### src/rtl/dtbu_pkg.sv
/*
  Constants, modes and carrier types of the dual timebase capture/compare unit.
  Assumes a 32-bit AXI4-Lite master and synchronous pins.
*/
`default_nettype none
package dtbu_pkg;
  localparam int unsigned NCH      = 16;
  localparam int unsigned AW       = 8;
  localparam int unsigned STAG_SHF = 3;
  // ----------------------------------------
  // Register offsets
  // ----------------------------------------
  localparam logic [7:0] CTRL_OFS  = 8'h00;
  localparam logic [7:0] T0_OFS    = 8'h04;
  localparam logic [7:0] RL0_OFS   = 8'h08;
  localparam logic [7:0] T1_OFS    = 8'h0c;
  localparam logic [7:0] RL1_OFS   = 8'h10;
  localparam logic [7:0] STAT_OFS  = 8'h14;
  localparam logic [7:0] MASK_OFS  = 8'h18;
  localparam logic [7:0] PIN_OFS   = 8'h1c;
  localparam logic [7:0] DBL_OFS   = 8'h20;
  localparam logic [1:0] VAL_AREA  = 2'h1;
  localparam logic [1:0] CFG_AREA  = 2'h2;
  localparam logic [1:0] RESP_OK   = 2'h0;
  localparam logic [1:0] RESP_ERR  = 2'h2;
  localparam logic [2:0] SEL_GPT   = 3'h6;
  localparam logic [2:0] SEL_EXT   = 3'h7;
  localparam logic [15:0] TMR_MAX  = 16'hffff;
  // ----------------------------------------
  // Types
  // ----------------------------------------
  typedef enum logic [2:0] {
    MODE_OFF = 3'b000, CAP_RISE = 3'b001, CAP_FALL = 3'b010, CAP_BOTH = 3'b011,
    CMP_INT  = 3'b100, CMP_TOG  = 3'b101, CMP_ONCE = 3'b110, CMP_SET  = 3'b111
  } dtbu_mode_t;
  typedef struct packed {
    logic       single;
    logic       tsel;
    dtbu_mode_t mode;
  } dtbu_cfg_t;
  typedef struct packed {
    logic [2:0] clksel;
    logic       run;
  } dtbu_tctl_t;
  localparam dtbu_cfg_t  CFG_RST  = '{single: 1'b0, tsel: 1'b0, mode: MODE_OFF};
  localparam dtbu_tctl_t TCTL_RST = '{clksel: 3'h0, run: 1'b0};
endpackage
`default_nettype wire

### src/rtl/dtbu_top.sv
/*
  Dual timebase capture/compare unit: two reloadable timers, sixteen
  channels, AXI4-Lite registers, one level interrupt.
  Assumes pins, overflow pulse and count inputs synchronous to sys_clk.
*/
`timescale 1ns/1ps
`default_nettype none
module dtbu_top
  import dtbu_pkg::*;
(
  input  wire logic              sys_clk,
  input  wire logic              reset_n,
  input  wire logic [dtbu_pkg::AW-1:0] s_awaddr,
  input  wire logic              s_awvalid,
  output logic                   s_awready,
  input  wire logic [31:0]       s_wdata,
  input  wire logic [3:0]        s_wstrb,
  input  wire logic              s_wvalid,
  output logic                   s_wready,
  output logic [1:0]             s_bresp,
  output logic                   s_bvalid,
  input  wire logic              s_bready,
  input  wire logic [dtbu_pkg::AW-1:0] s_araddr,
  input  wire logic              s_arvalid,
  output logic                   s_arready,
  output logic [31:0]            s_rdata,
  output logic [1:0]             s_rresp,
  output logic                   s_rvalid,
  input  wire logic              s_rready,
  input  wire logic              gpt_ovf,
  input  wire logic [1:0]        ext_count,
  input  wire logic [15:0]       cc_pin_i,
  output logic [15:0]            cc_pin_o,
  output logic [15:0]            cc_pin_oe,
  output logic                   irq
);
  import dtbu_pkg::*;
  // ----------------------------------------
  // State
  // ----------------------------------------
  dtbu_tctl_t       tctl_q [2];
  logic             stag_q;
  logic [15:0]      tmr_q [2];
  logic [15:0]      rld_q [2];
  logic [1:0]       upd_q, ovf_q, tick;
  logic [4:0]       pre_q;
  logic [1:0]       ext_prev_q;
  logic [15:0]      val_q [NCH];
  dtbu_cfg_t        cfg_q [NCH];
  logic [NCH-1:0]   stat_q, mask_q, evt, match, pin_prev_q, done_q, fired_q;
  logic [7:0]       dbl_q;
  logic [AW-1:0]    awaddr_q;
  logic [31:0]      wdata_q;
  logic [3:0]       wstrb_q;
  logic             aw_hold_q, w_hold_q, wr_fire;
  logic [15:0]      bmask;
  logic [15:0]      wd;
  logic [31:0]      rd_d;
  logic             rd_ok;

  // ----------------------------------------
  // AXI4-Lite write path
  // ----------------------------------------
  assign wr_fire = aw_hold_q & w_hold_q & ~s_bvalid;
  assign bmask   = {{8{wstrb_q[1]}}, {8{wstrb_q[0]}}};
  assign wd      = wdata_q[15:0];

  function automatic logic [15:0] merge(input logic [15:0] old);
    merge = (old & ~bmask) | (wd & bmask);
  endfunction

  function automatic logic wr_hit(input logic [AW-1:0] ofs);
    wr_hit = wr_fire && awaddr_q == ofs;
  endfunction

  always_ff @(posedge sys_clk) begin
    if (!reset_n) begin
      s_awready <= 1'b1;
      s_wready  <= 1'b1;
      aw_hold_q <= 1'b0;
      w_hold_q  <= 1'b0;
      s_bvalid  <= 1'b0;
      s_bresp   <= RESP_OK;
      awaddr_q  <= '0;
      wdata_q   <= '0;
      wstrb_q   <= '0;
    end else begin
      if (s_awvalid && s_awready) begin
        awaddr_q  <= s_awaddr;
        aw_hold_q <= 1'b1;
        s_awready <= 1'b0;
      end
      if (s_wvalid && s_wready) begin
        wdata_q  <= s_wdata;
        wstrb_q  <= s_wstrb;
        w_hold_q <= 1'b1;
        s_wready <= 1'b0;
      end
      if (wr_fire) begin
        aw_hold_q <= 1'b0;
        w_hold_q  <= 1'b0;
        s_bvalid  <= 1'b1;
        s_bresp   <= (awaddr_q <= DBL_OFS || awaddr_q[7:6] == VAL_AREA || awaddr_q[7:6] == CFG_AREA)
                     ? RESP_OK : RESP_ERR;
      end
      if (s_bvalid && s_bready) begin
        s_bvalid  <= 1'b0;
        s_awready <= 1'b1;
        s_wready  <= 1'b1;
      end
    end
  end

  // ----------------------------------------
  // AXI4-Lite read path
  // ----------------------------------------
  always_comb begin
    rd_d  = '0;
    rd_ok = 1'b1;
    case (s_araddr[7:6])
      VAL_AREA: rd_d[15:0] = val_q[s_araddr[5:2]];
      CFG_AREA: rd_d[4:0]  = cfg_q[s_araddr[5:2]];
      default: begin
        case (s_araddr)
          CTRL_OFS: rd_d[8:0] = {stag_q, tctl_q[1], tctl_q[0]};
          T0_OFS:   rd_d[15:0] = tmr_q[0];
          RL0_OFS:  rd_d[15:0] = rld_q[0];
          T1_OFS:   rd_d[15:0] = tmr_q[1];
          RL1_OFS:  rd_d[15:0] = rld_q[1];
          STAT_OFS: rd_d[15:0] = stat_q;
          MASK_OFS: rd_d[15:0] = mask_q;
          PIN_OFS:  rd_d[15:0] = cc_pin_o;
          DBL_OFS:  rd_d[7:0]  = dbl_q;
          default:  rd_ok      = 1'b0;
        endcase
      end
    endcase
  end

  always_ff @(posedge sys_clk) begin
    if (!reset_n) begin
      s_arready <= 1'b1;
      s_rvalid  <= 1'b0;
      s_rdata   <= '0;
      s_rresp   <= RESP_OK;
    end else begin
      if (s_arvalid && s_arready) begin
        s_rdata   <= rd_d;
        s_rresp   <= rd_ok ? RESP_OK : RESP_ERR;
        s_rvalid  <= 1'b1;
        s_arready <= 1'b0;
      end else if (s_rvalid && s_rready) begin
        s_rvalid  <= 1'b0;
        s_arready <= 1'b1;
      end
    end
  end

  // ----------------------------------------
  // Control registers
  // ----------------------------------------
  always_ff @(posedge sys_clk) begin
    if (!reset_n) begin
      tctl_q[0] <= TCTL_RST;
      tctl_q[1] <= TCTL_RST;
      stag_q    <= 1'b0;
      mask_q    <= '0;
      dbl_q     <= '0;
      rld_q[0]  <= '0;
      rld_q[1]  <= '0;
    end else begin
      if (wr_hit(CTRL_OFS) && wstrb_q[0])
        {tctl_q[1], tctl_q[0]} <= wd[7:0];
      if (wr_hit(CTRL_OFS) && wstrb_q[1])
        stag_q <= wd[8];
      if (wr_hit(MASK_OFS))
        mask_q <= merge(mask_q);
      if (wr_hit(DBL_OFS) && wstrb_q[0])
        dbl_q <= wd[7:0];
      if (wr_hit(RL0_OFS))
        rld_q[0] <= merge(rld_q[0]);
      if (wr_hit(RL1_OFS))
        rld_q[1] <= merge(rld_q[1]);
    end
  end

  // ----------------------------------------
  // Prescaler and count sources
  // ----------------------------------------
  // Staggered mode floors the division at eight, which costs resolution
  always_ff @(posedge sys_clk) begin
    if (!reset_n) begin
      pre_q      <= '0;
      ext_prev_q <= '0;
    end else begin
      pre_q      <= pre_q + 5'h01;
      ext_prev_q <= ext_count;
    end
  end

  generate
    for (genvar t = 0; t < 2; t++) begin : g_tmr
      logic [2:0]  shf;
      logic [4:0]  pmask;
      always_comb begin
        shf = tctl_q[t].clksel;
        if (stag_q && shf < 3'(STAG_SHF))
          shf = 3'(STAG_SHF);
        pmask = 5'((6'h01 << shf) - 6'h01);
        case (tctl_q[t].clksel)
          SEL_GPT: tick[t] = tctl_q[t].run & gpt_ovf;
          SEL_EXT: tick[t] = tctl_q[t].run & ext_count[t] & ~ext_prev_q[t];
          default: tick[t] = tctl_q[t].run & ((pre_q & pmask) == pmask);
        endcase
      end
      always_ff @(posedge sys_clk) begin
        if (!reset_n) begin
          tmr_q[t] <= '0;
          upd_q[t] <= 1'b0;
          ovf_q[t] <= 1'b0;
        end else begin
          upd_q[t] <= tick[t];
          ovf_q[t] <= tick[t] && tmr_q[t] == TMR_MAX;
          if (wr_hit(t ? T1_OFS : T0_OFS))
            tmr_q[t] <= merge(tmr_q[t]);
          else if (tick[t])
            tmr_q[t] <= (tmr_q[t] == TMR_MAX) ? rld_q[t] : tmr_q[t] + 16'h0001;
        end
      end
    end
  endgenerate

  // ----------------------------------------
  // Channels
  // ----------------------------------------
  generate
    for (genvar i = 0; i < NCH; i++) begin : g_ch
      logic [15:0] tval;
      logic        upd, ovf, is_cap, is_cmp, once, cap_hit, ptog, shadow;
      assign tval   = tmr_q[cfg_q[i].tsel];
      assign upd    = upd_q[cfg_q[i].tsel];
      assign ovf    = ovf_q[cfg_q[i].tsel];
      assign is_cap = ~cfg_q[i].mode[2] & (cfg_q[i].mode != MODE_OFF);
      assign is_cmp = cfg_q[i].mode[2];
      assign once   = cfg_q[i].mode == CMP_ONCE || cfg_q[i].mode == CMP_SET;
      assign cap_hit = is_cap & ~fired_q[i] &
                       ((cc_pin_i[i] & ~pin_prev_q[i] & cfg_q[i].mode[0]) |
                        (~cc_pin_i[i] & pin_prev_q[i] & cfg_q[i].mode[1]));
      // Overflow cycle rearms at once, so a compare on the reload value is kept
      assign match[i] = is_cmp & upd & tval == val_q[i] & ~fired_q[i] &
                        ~(once & done_q[i] & ~ovf);
      assign evt[i] = cap_hit | match[i];
      if (i < 8) begin : g_pair
        assign ptog   = dbl_q[i] & match[i+8];
        assign shadow = 1'b0;
      end else begin : g_sec
        assign ptog   = 1'b0;
        assign shadow = dbl_q[i-8];
      end
      always_ff @(posedge sys_clk) begin
        if (!reset_n) begin
          val_q[i]      <= '0;
          cfg_q[i]      <= CFG_RST;
          pin_prev_q[i] <= 1'b0;
          done_q[i]     <= 1'b0;
          fired_q[i]    <= 1'b0;
          cc_pin_o[i]   <= 1'b0;
          cc_pin_oe[i]  <= 1'b0;
        end else begin
          pin_prev_q[i] <= cc_pin_i[i];
          if (cap_hit)
            val_q[i] <= tval;
          else if (wr_fire && awaddr_q[7:6] == VAL_AREA && awaddr_q[5:2] == 4'(i))
            val_q[i] <= merge(val_q[i]);
          if (wr_fire && awaddr_q[7:6] == CFG_AREA && awaddr_q[5:2] == 4'(i) && wstrb_q[0]) begin
            cfg_q[i]   <= dtbu_cfg_t'(wd[4:0]);
            fired_q[i] <= 1'b0;
          end else if (evt[i] && cfg_q[i].single)
            fired_q[i] <= 1'b1;
          if (match[i])
            done_q[i] <= 1'b1;
          else if (ovf)
            done_q[i] <= 1'b0;
          // Pin drives only in pin modes, or when the partner shares it
          cc_pin_oe[i] <= ~shadow & ((cfg_q[i].mode == CMP_TOG) ||
                          (cfg_q[i].mode == CMP_SET) || ptog || (i < 8 && dbl_q[i % 8]));
          if ((match[i] && cfg_q[i].mode == CMP_TOG && !shadow) || ptog)
            cc_pin_o[i] <= ~cc_pin_o[i];
          else if (match[i] && cfg_q[i].mode == CMP_SET)
            cc_pin_o[i] <= 1'b1;
          else if (ovf && cfg_q[i].mode == CMP_SET)
            cc_pin_o[i] <= 1'b0;
        end
      end
    end
  endgenerate

  // ----------------------------------------
  // Interrupt status: set wins over write-one-clear
  // ----------------------------------------
  always_ff @(posedge sys_clk) begin
    if (!reset_n) begin
      stat_q <= '0;
      irq    <= 1'b0;
    end else begin
      stat_q <= (wr_hit(STAT_OFS) ? stat_q & ~(wd & bmask) : stat_q) | evt;
      irq    <= |(stat_q & mask_q);
    end
  end

  // Helper: once-mode compare seen, until its timer wraps
  logic once6_q;
  always_ff @(posedge sys_clk) begin
    if (!reset_n)
      once6_q <= 1'b0;
    else if (match[6] && cfg_q[6].mode == CMP_ONCE)
      once6_q <= 1'b1;
    else if (ovf_q[cfg_q[6].tsel])
      once6_q <= 1'b0;
  end
endmodule // dtbu_top
`default_nettype wire

### config.mk
export PLATFORM = sky130hd
export DESIGN_NAME = dtbu_top
export DESIGN_NICKNAME = d
export VERILOG_FILES = /design/src/rtl/dtbu_pkg.sv /design/src/rtl/dtbu_top.sv
export SDC_FILE = /design/constraint.sdc
export NUM_CORES = 2
export LEC_CHECK = 0
export ABC_CLOCK_PERIOD_IN_PS = 2800
export BUFFER_PORTS_ARGS = -buffer_cell sky130_fd_sc_hd__buf_2
export CORE_ASPECT_RATIO = 2
export CORE_MARGIN = 4
export CORE_UTILIZATION = 40
export CTS_BUF_LIST = sky130_fd_sc_hd__clkbuf_4
export DETAILED_ROUTE_END_ITERATION = 6
export PLACE_DENSITY = 0.64
export SYNTH_ARGS = -nofsm -noshare
export SYNTH_HDL_FRONTEND = slang
export SYNTH_SLANG_ARGS = --single-unit
### constraint.sdc
create_clock -name sys_clk -period 2.8 [get_ports sys_clk]
set_clock_uncertainty 0.2 [all_clocks]
set_input_delay 0.56 -clock sys_clk [delete_from_list [all_inputs] [get_ports sys_clk]]
set_output_delay 0.56 -clock sys_clk [all_outputs]
set_load 0.005 [all_outputs]
After elaboration in Yosys (flattened, before gate mapping). Memories as Yosys holds them, arrays and structs flattened. Cells that the tools add are included.

Register bits after elaboration: 194. Output and inout bits: 74. Memories kept: 4. Bits in writable memories: 400. Word-level logic and storage cells: 1418.

Memories: val_q (words 16, bits a word 16, read ports 17, clocked after Yosys merged registers in 0, write ports 16, line dtbu_top.sv:48) `logic [15:0] val_q [NCH];`; cfg_q (words 16, bits a word 5, read ports 17, clocked after Yosys merged registers in 0, write ports 16, line dtbu_top.sv:49) `dtbu_cfg_t cfg_q [NCH];`; rld_q (words 2, bits a word 16, read ports 2, clocked after Yosys merged registers in 0, write ports 2, line dtbu_top.sv:44) `logic [15:0] rld_q [2];`; tmr_q (words 2, bits a word 16, read ports 18, clocked after Yosys merged registers in 0, write ports 2, line dtbu_top.sv:43) `logic [15:0] tmr_q [2];`.

Bitwise gates (word level): 494. Magnitude comparators: 19. $add $sub $neg: 5. Equality and inequality tests: 106. Shifts and indexed selects: 2. Reductions and logical operators: 281. Multiplexer cells: 399.

Operators by type and width (count): 2-to-1 mux 16 bit (41); AND 16 bit (24); bitwise OR 16 bit (22); 2-to-1 mux 1 bit (331); == test 16 bit (16); AND 1 bit (234); == test 3 bit (second input constant) (52); logical AND 1 bit (142); inverter 1 bit (124); nonzero test 3 bit (32); bitwise OR 1 bit (86); 2-to-1 mux 5 bit (16); one-hot mux 8 bit (9 select lines) (1); logical OR 1 bit (58); == test 8 x 5 -> 1 bit (second input constant) (7); one-hot mux 7 bit (7 select lines) (1); OR reduction 2 bit (19); nonzero test 2 bit (17); adder 16 x 1 -> 16 bit (second input constant) (2); == test 16 bit (second input constant) (2); == test 4 bit (second input constant) (8); == test 8 x 4 -> 1 bit (second input constant) (4); < comparator 1 x 2 -> 1 bit (second input constant) (16); inverter 16 bit (2); other kinds (25) (49).

Depth between registers and ports, before layout.
Word-level depth: 14. Gate-level depth with buffers: 12. Depth with buffers taken out: 9.

Least setup slack after synthesis. OpenSTA, ideal clock, no wires.

Kind: input port to flip-flop. From: in s_araddr[2] (netlist bit). To: reg s_rdata[8]. Data required time: 2468 ps. Setup time: 132 ps. Buffers on the path: 3. Data arrival time: 2333 ps. Stages on the path: 7. Path slack: 134 ps. Path through: buf_6 -> buf_6 -> buf_2 -> mux4_2 -> mux4_2 -> a2bb2oi_1 -> a21oi_1.

Word-level cells in the longest chain between the ends: 3. Elaborated cells between the ends (all ways): 11. Those cells by class: eq/ne: 7; mux: 2; reduce/logical: 1; memory: 1.

Ends and longest elaborated chain: start: declaration (line dtbu_top.sv:23) `input wire logic [dtbu_pkg::AW-1:0] s_araddr,`; == test 8 x 5 -> 1 bit (tied with other cells) (line dtbu_top.sv:124) `case (s_araddr)`; one-hot mux 1 bit (8 select lines) (line dtbu_top.sv:124); one-hot mux 11 bit (2 select lines) * (line dtbu_top.sv:120) `case (s_araddr[7:6])`; end signal: assignment (line dtbu_top.sv:148) `s_rdata <= rd_d;`; end: declaration (line dtbu_top.sv:26) `output logic [31:0] s_rdata,`.

Every way passes the cells marked *; elsewhere a longest branch is shown, timed or not. A chain may end at the register's enable or synchronous reset.

==> reports/metrics.cfg <==
[grt]
grt_max_degree = 62
antenna_found_initial = 11
grt_usage = 0.381
grt_pass1_wl_um = 251000
grt_pass1_vias = 33100
grt_overflow_total = 0

[die]
die_y_um = 431
core_um2 = 88400
die-area_um2 = 94500
ioPinCount = 152
placementRows = 154
start_util = 0.404
die_width_um = 219

[route]
finalWirelength_um = 185000
drt_iter0_markers = 4741
routed-via-count = 34200
antenna_left = 0
drtPass1Iterations = 7
drcViolationCount = 0
viasPerCell = 6.49
wire_per_inst_um = 35.0

[timing]
hold_violations = 0
drv_slew = 0
timing.final.crit_share = 1.01
setup_tns_ps = -25.4
fin_ws_ps = -25.4
relSlewSlack = 0.363
setup-violations-final = 1
fmax_mhz = 354
min_period_ps = 2830
worstMarginPinSlew_ps = 947
rsz0062_at_grt = yes

[critical_path]
crit_path_end_kind = register
worst_ep_arrival_time_ps = 3530
crit_slowest_cell = edfxtp_1
r2r-start = tmr_q[0][6]$_DFFE_PP_
cp.required_ps = 3510
reg2reg_to = cc_pin_o[4]$_SDFFE_PN0P_
cp_cell_sequence = buf_12, buf_4, mux2i_4, xnor2_1, nor4_1, nand4_1, buf_4, nor3_1, buf_4, or4b_1, o21ai_1
reg2reg_depth = 11
path_common_cell = buf_4
cp_max_fo = 14
critPathKind = reg2reg
r2r_setup_slack_ps = -30
slowest_delay_ps = 460
cp-start-kind = register

[hold_path]
worstHoldStart = cc_pin_i[10]
hold_class = in2reg
hold_path_depth = 3
whs_endpoint = pin_prev_q[10]$_SDFF_PN0_

[status]
outcome = finished, violations left
violations = negative setup slack

[cells_and_area]
drive_gt1_frac = 0.290
area_delta_synth_final_pct = 26.4
fin_nets = 4070
instances_no_fill = 5270

[yosys]
syn_avg_cell_area_um2 = 10.6
synthFlopType = edfxtp_1
yosys_warnings = 0
synthCells = 3364
synth_top_family_by_area = multiplexers
yosys.area_share.simple = 0.125
synth-compound-area-share = 0.133
synth_edf_count = 400
synthXorXnorAreaFrac = 0.0691
async_reset_ff_frac = 0
syn_area_um2 = 35800
yosysSeqAreaShare = 0.443
synth_mux_area_frac = 0.176
synth_fa_ha_area_frac = 0.00280
synth_cell_types = 78
synth-seq-cells = 592

[placement]
hpwl_um = 136000
port_buffers = 115
gp_congestion = 1.10
placed_cells = 4915
dp_slack_ps = -288

[clock_network]
clockBufferDepth = 3
h-tree-depth = 4
cts_tree = built
clock_latency_ps = 1080
cts_made_buffers = 142
path_clk_slew_ps = 80
clkSinkCount = 592
cts-root-buf = clkbuf_4

[pwr]
power_density_nw_per_um2 = 485
power.total_mw = 21.9
leakage_nw = 16.8
vdd_drop_max_uv = 356

[flow_run]
max_cap_violations = 0

repair_timing:
action	4_1_cts	5_1_grt
endpoints found under the hold margin	108	0
setup endpoints to repair	23	93
cloned	0	2
pin swaps	3	34
hold buffers	76	0
resized for setup	16	129
setup buffers	3	15
per-layer routing:
layer / share of wire / track usage / wire length [µm]
met1: 0.31 / 0.399 / 56700
met2: 0.45 / 0.598 / 82600
met3: 0.099 / 0.0862 / 18200
met4: 0.15 / 0.405 / 27200
met5: 0.00023 / 0 / 43
report_power, final:
part           leakage [nW]  switching [mW]  internal [mW]
logic                  9.91            2.09           1.49
clock network          1.16            3.94           4.22
registers              5.74           0.477           9.69
total                  16.8            6.51           15.4
cell usage in the layout, fill, tap and decap left out, types with 20 or more instances in the layout:
cell type	instances
clkbuf_4	213
dfxtp_1	185
dlygate4sd3_1	76
xnor2_1	222
buf_4	479
buf_2	112
nor3_1	38
o22ai_1	278
nand4_1	35
nand3b_1	24
mux2i_1	315
and3_1	63
nand2b_1	41
edfxtp_1	400
and2_1	69
xor2_1	54
inv_1	60
nor4_1	26
a221oi_1	20
clkinv_1	24
nand2_1	195
nand3_1	62
nor4_2	24
mux2i_2	32
nor2_1	188
buf_12	89
mux4_2	110
o21ai_0	114
a21oi_1	197
final cells by class:
class                      instances  area (µm²)
fill                            7990       43300
multi-input combinational       2418       18800
sequential                       592       15900
timing repair buffer             769        6870
clock buffer                     213        1600
tap                             1170        1460
clock inverter                    42         380
inverter                          61         231
antenna                            5        12.5
Yosys cell counts, types with 65 or more instances:
cell      instances  share of area
xnor2_1         228          0.056
nand2_1         196          0.021
mux2i_1         353          0.099
and2_1           69          0.012
and3_1           65          0.011
clkbuf_1        149          0.016
o21ai_0         117          0.016
mux4_2          110          0.069
buf_2            82          0.011
o22ai_1         279          0.049
dfxtp_1         192           0.11
nor2_1          198          0.021
a21oi_1         198          0.028
edfxtp_1        400           0.34
worst max-delay path by stage:
stage                                        start                          to  depth (start not counted)
after floorplan                        s_araddr[2]     s_rdata[8]$_SDFFE_PN0P_                          7
after global placement                 s_araddr[2]    s_rdata[12]$_SDFFE_PN0P_                          8
after detailed placement               s_araddr[2]    s_rdata[12]$_SDFFE_PN0P_                          8
after CTS                 cc_pin_o[2]$_SDFFE_PN0P_                 cc_pin_o[2]                          1
after global routing        tctl_q[3]$_SDFFE_PN0P_  tmr_q[1][14]$_SDFFCE_PN0P_                         10
final                        tmr_q[0][6]$_DFFE_PP_    cc_pin_o[4]$_SDFFE_PN0P_                         11
worst max-delay path: cells and delay by family (launching register included):
family / cells / cell delay, ps
multiplexers: 1 / 170
AO/OA/AOI/OAI: 1 / 60
XOR/XNOR: 1 / 90
flip-flops: 1 / 460
AND/OR/NAND/NOR: 4 / 920
buffers and inverters: 4 / 790
per-stage QoR:
| step | utilization | instance area, µm² | hold slack [ps] |
|---|---|---|---|
| after detailed placement | 0.470 | 41600 | 253 |
| after CTS | 0.502 | 44400 | 2.98 |
| after global placement | 0.470 | 41600 | 243 |
| after global routing | 0.511 | 45200 | 79.2 |
| final | 0.511 | 45200 | 87.9 |
| after floorplan | - | 35800 | 236 |
kinds of logic (layout without fill, tap and decap cells):
group / count (synthesis) / in the layout
adders and majority gates: 8 / 8
xor gates and xnor gates: 282 / 282
AOI/OAI and AO/OA: 777 / 777
buffers and inverters: 371 / 1085
DFF: 592 / 592
other: 1 / 23
and+or+nand+nor: 847 / 847
muxes: 486 / 486
Note: power is estimated with default switching activity, not from simulation.
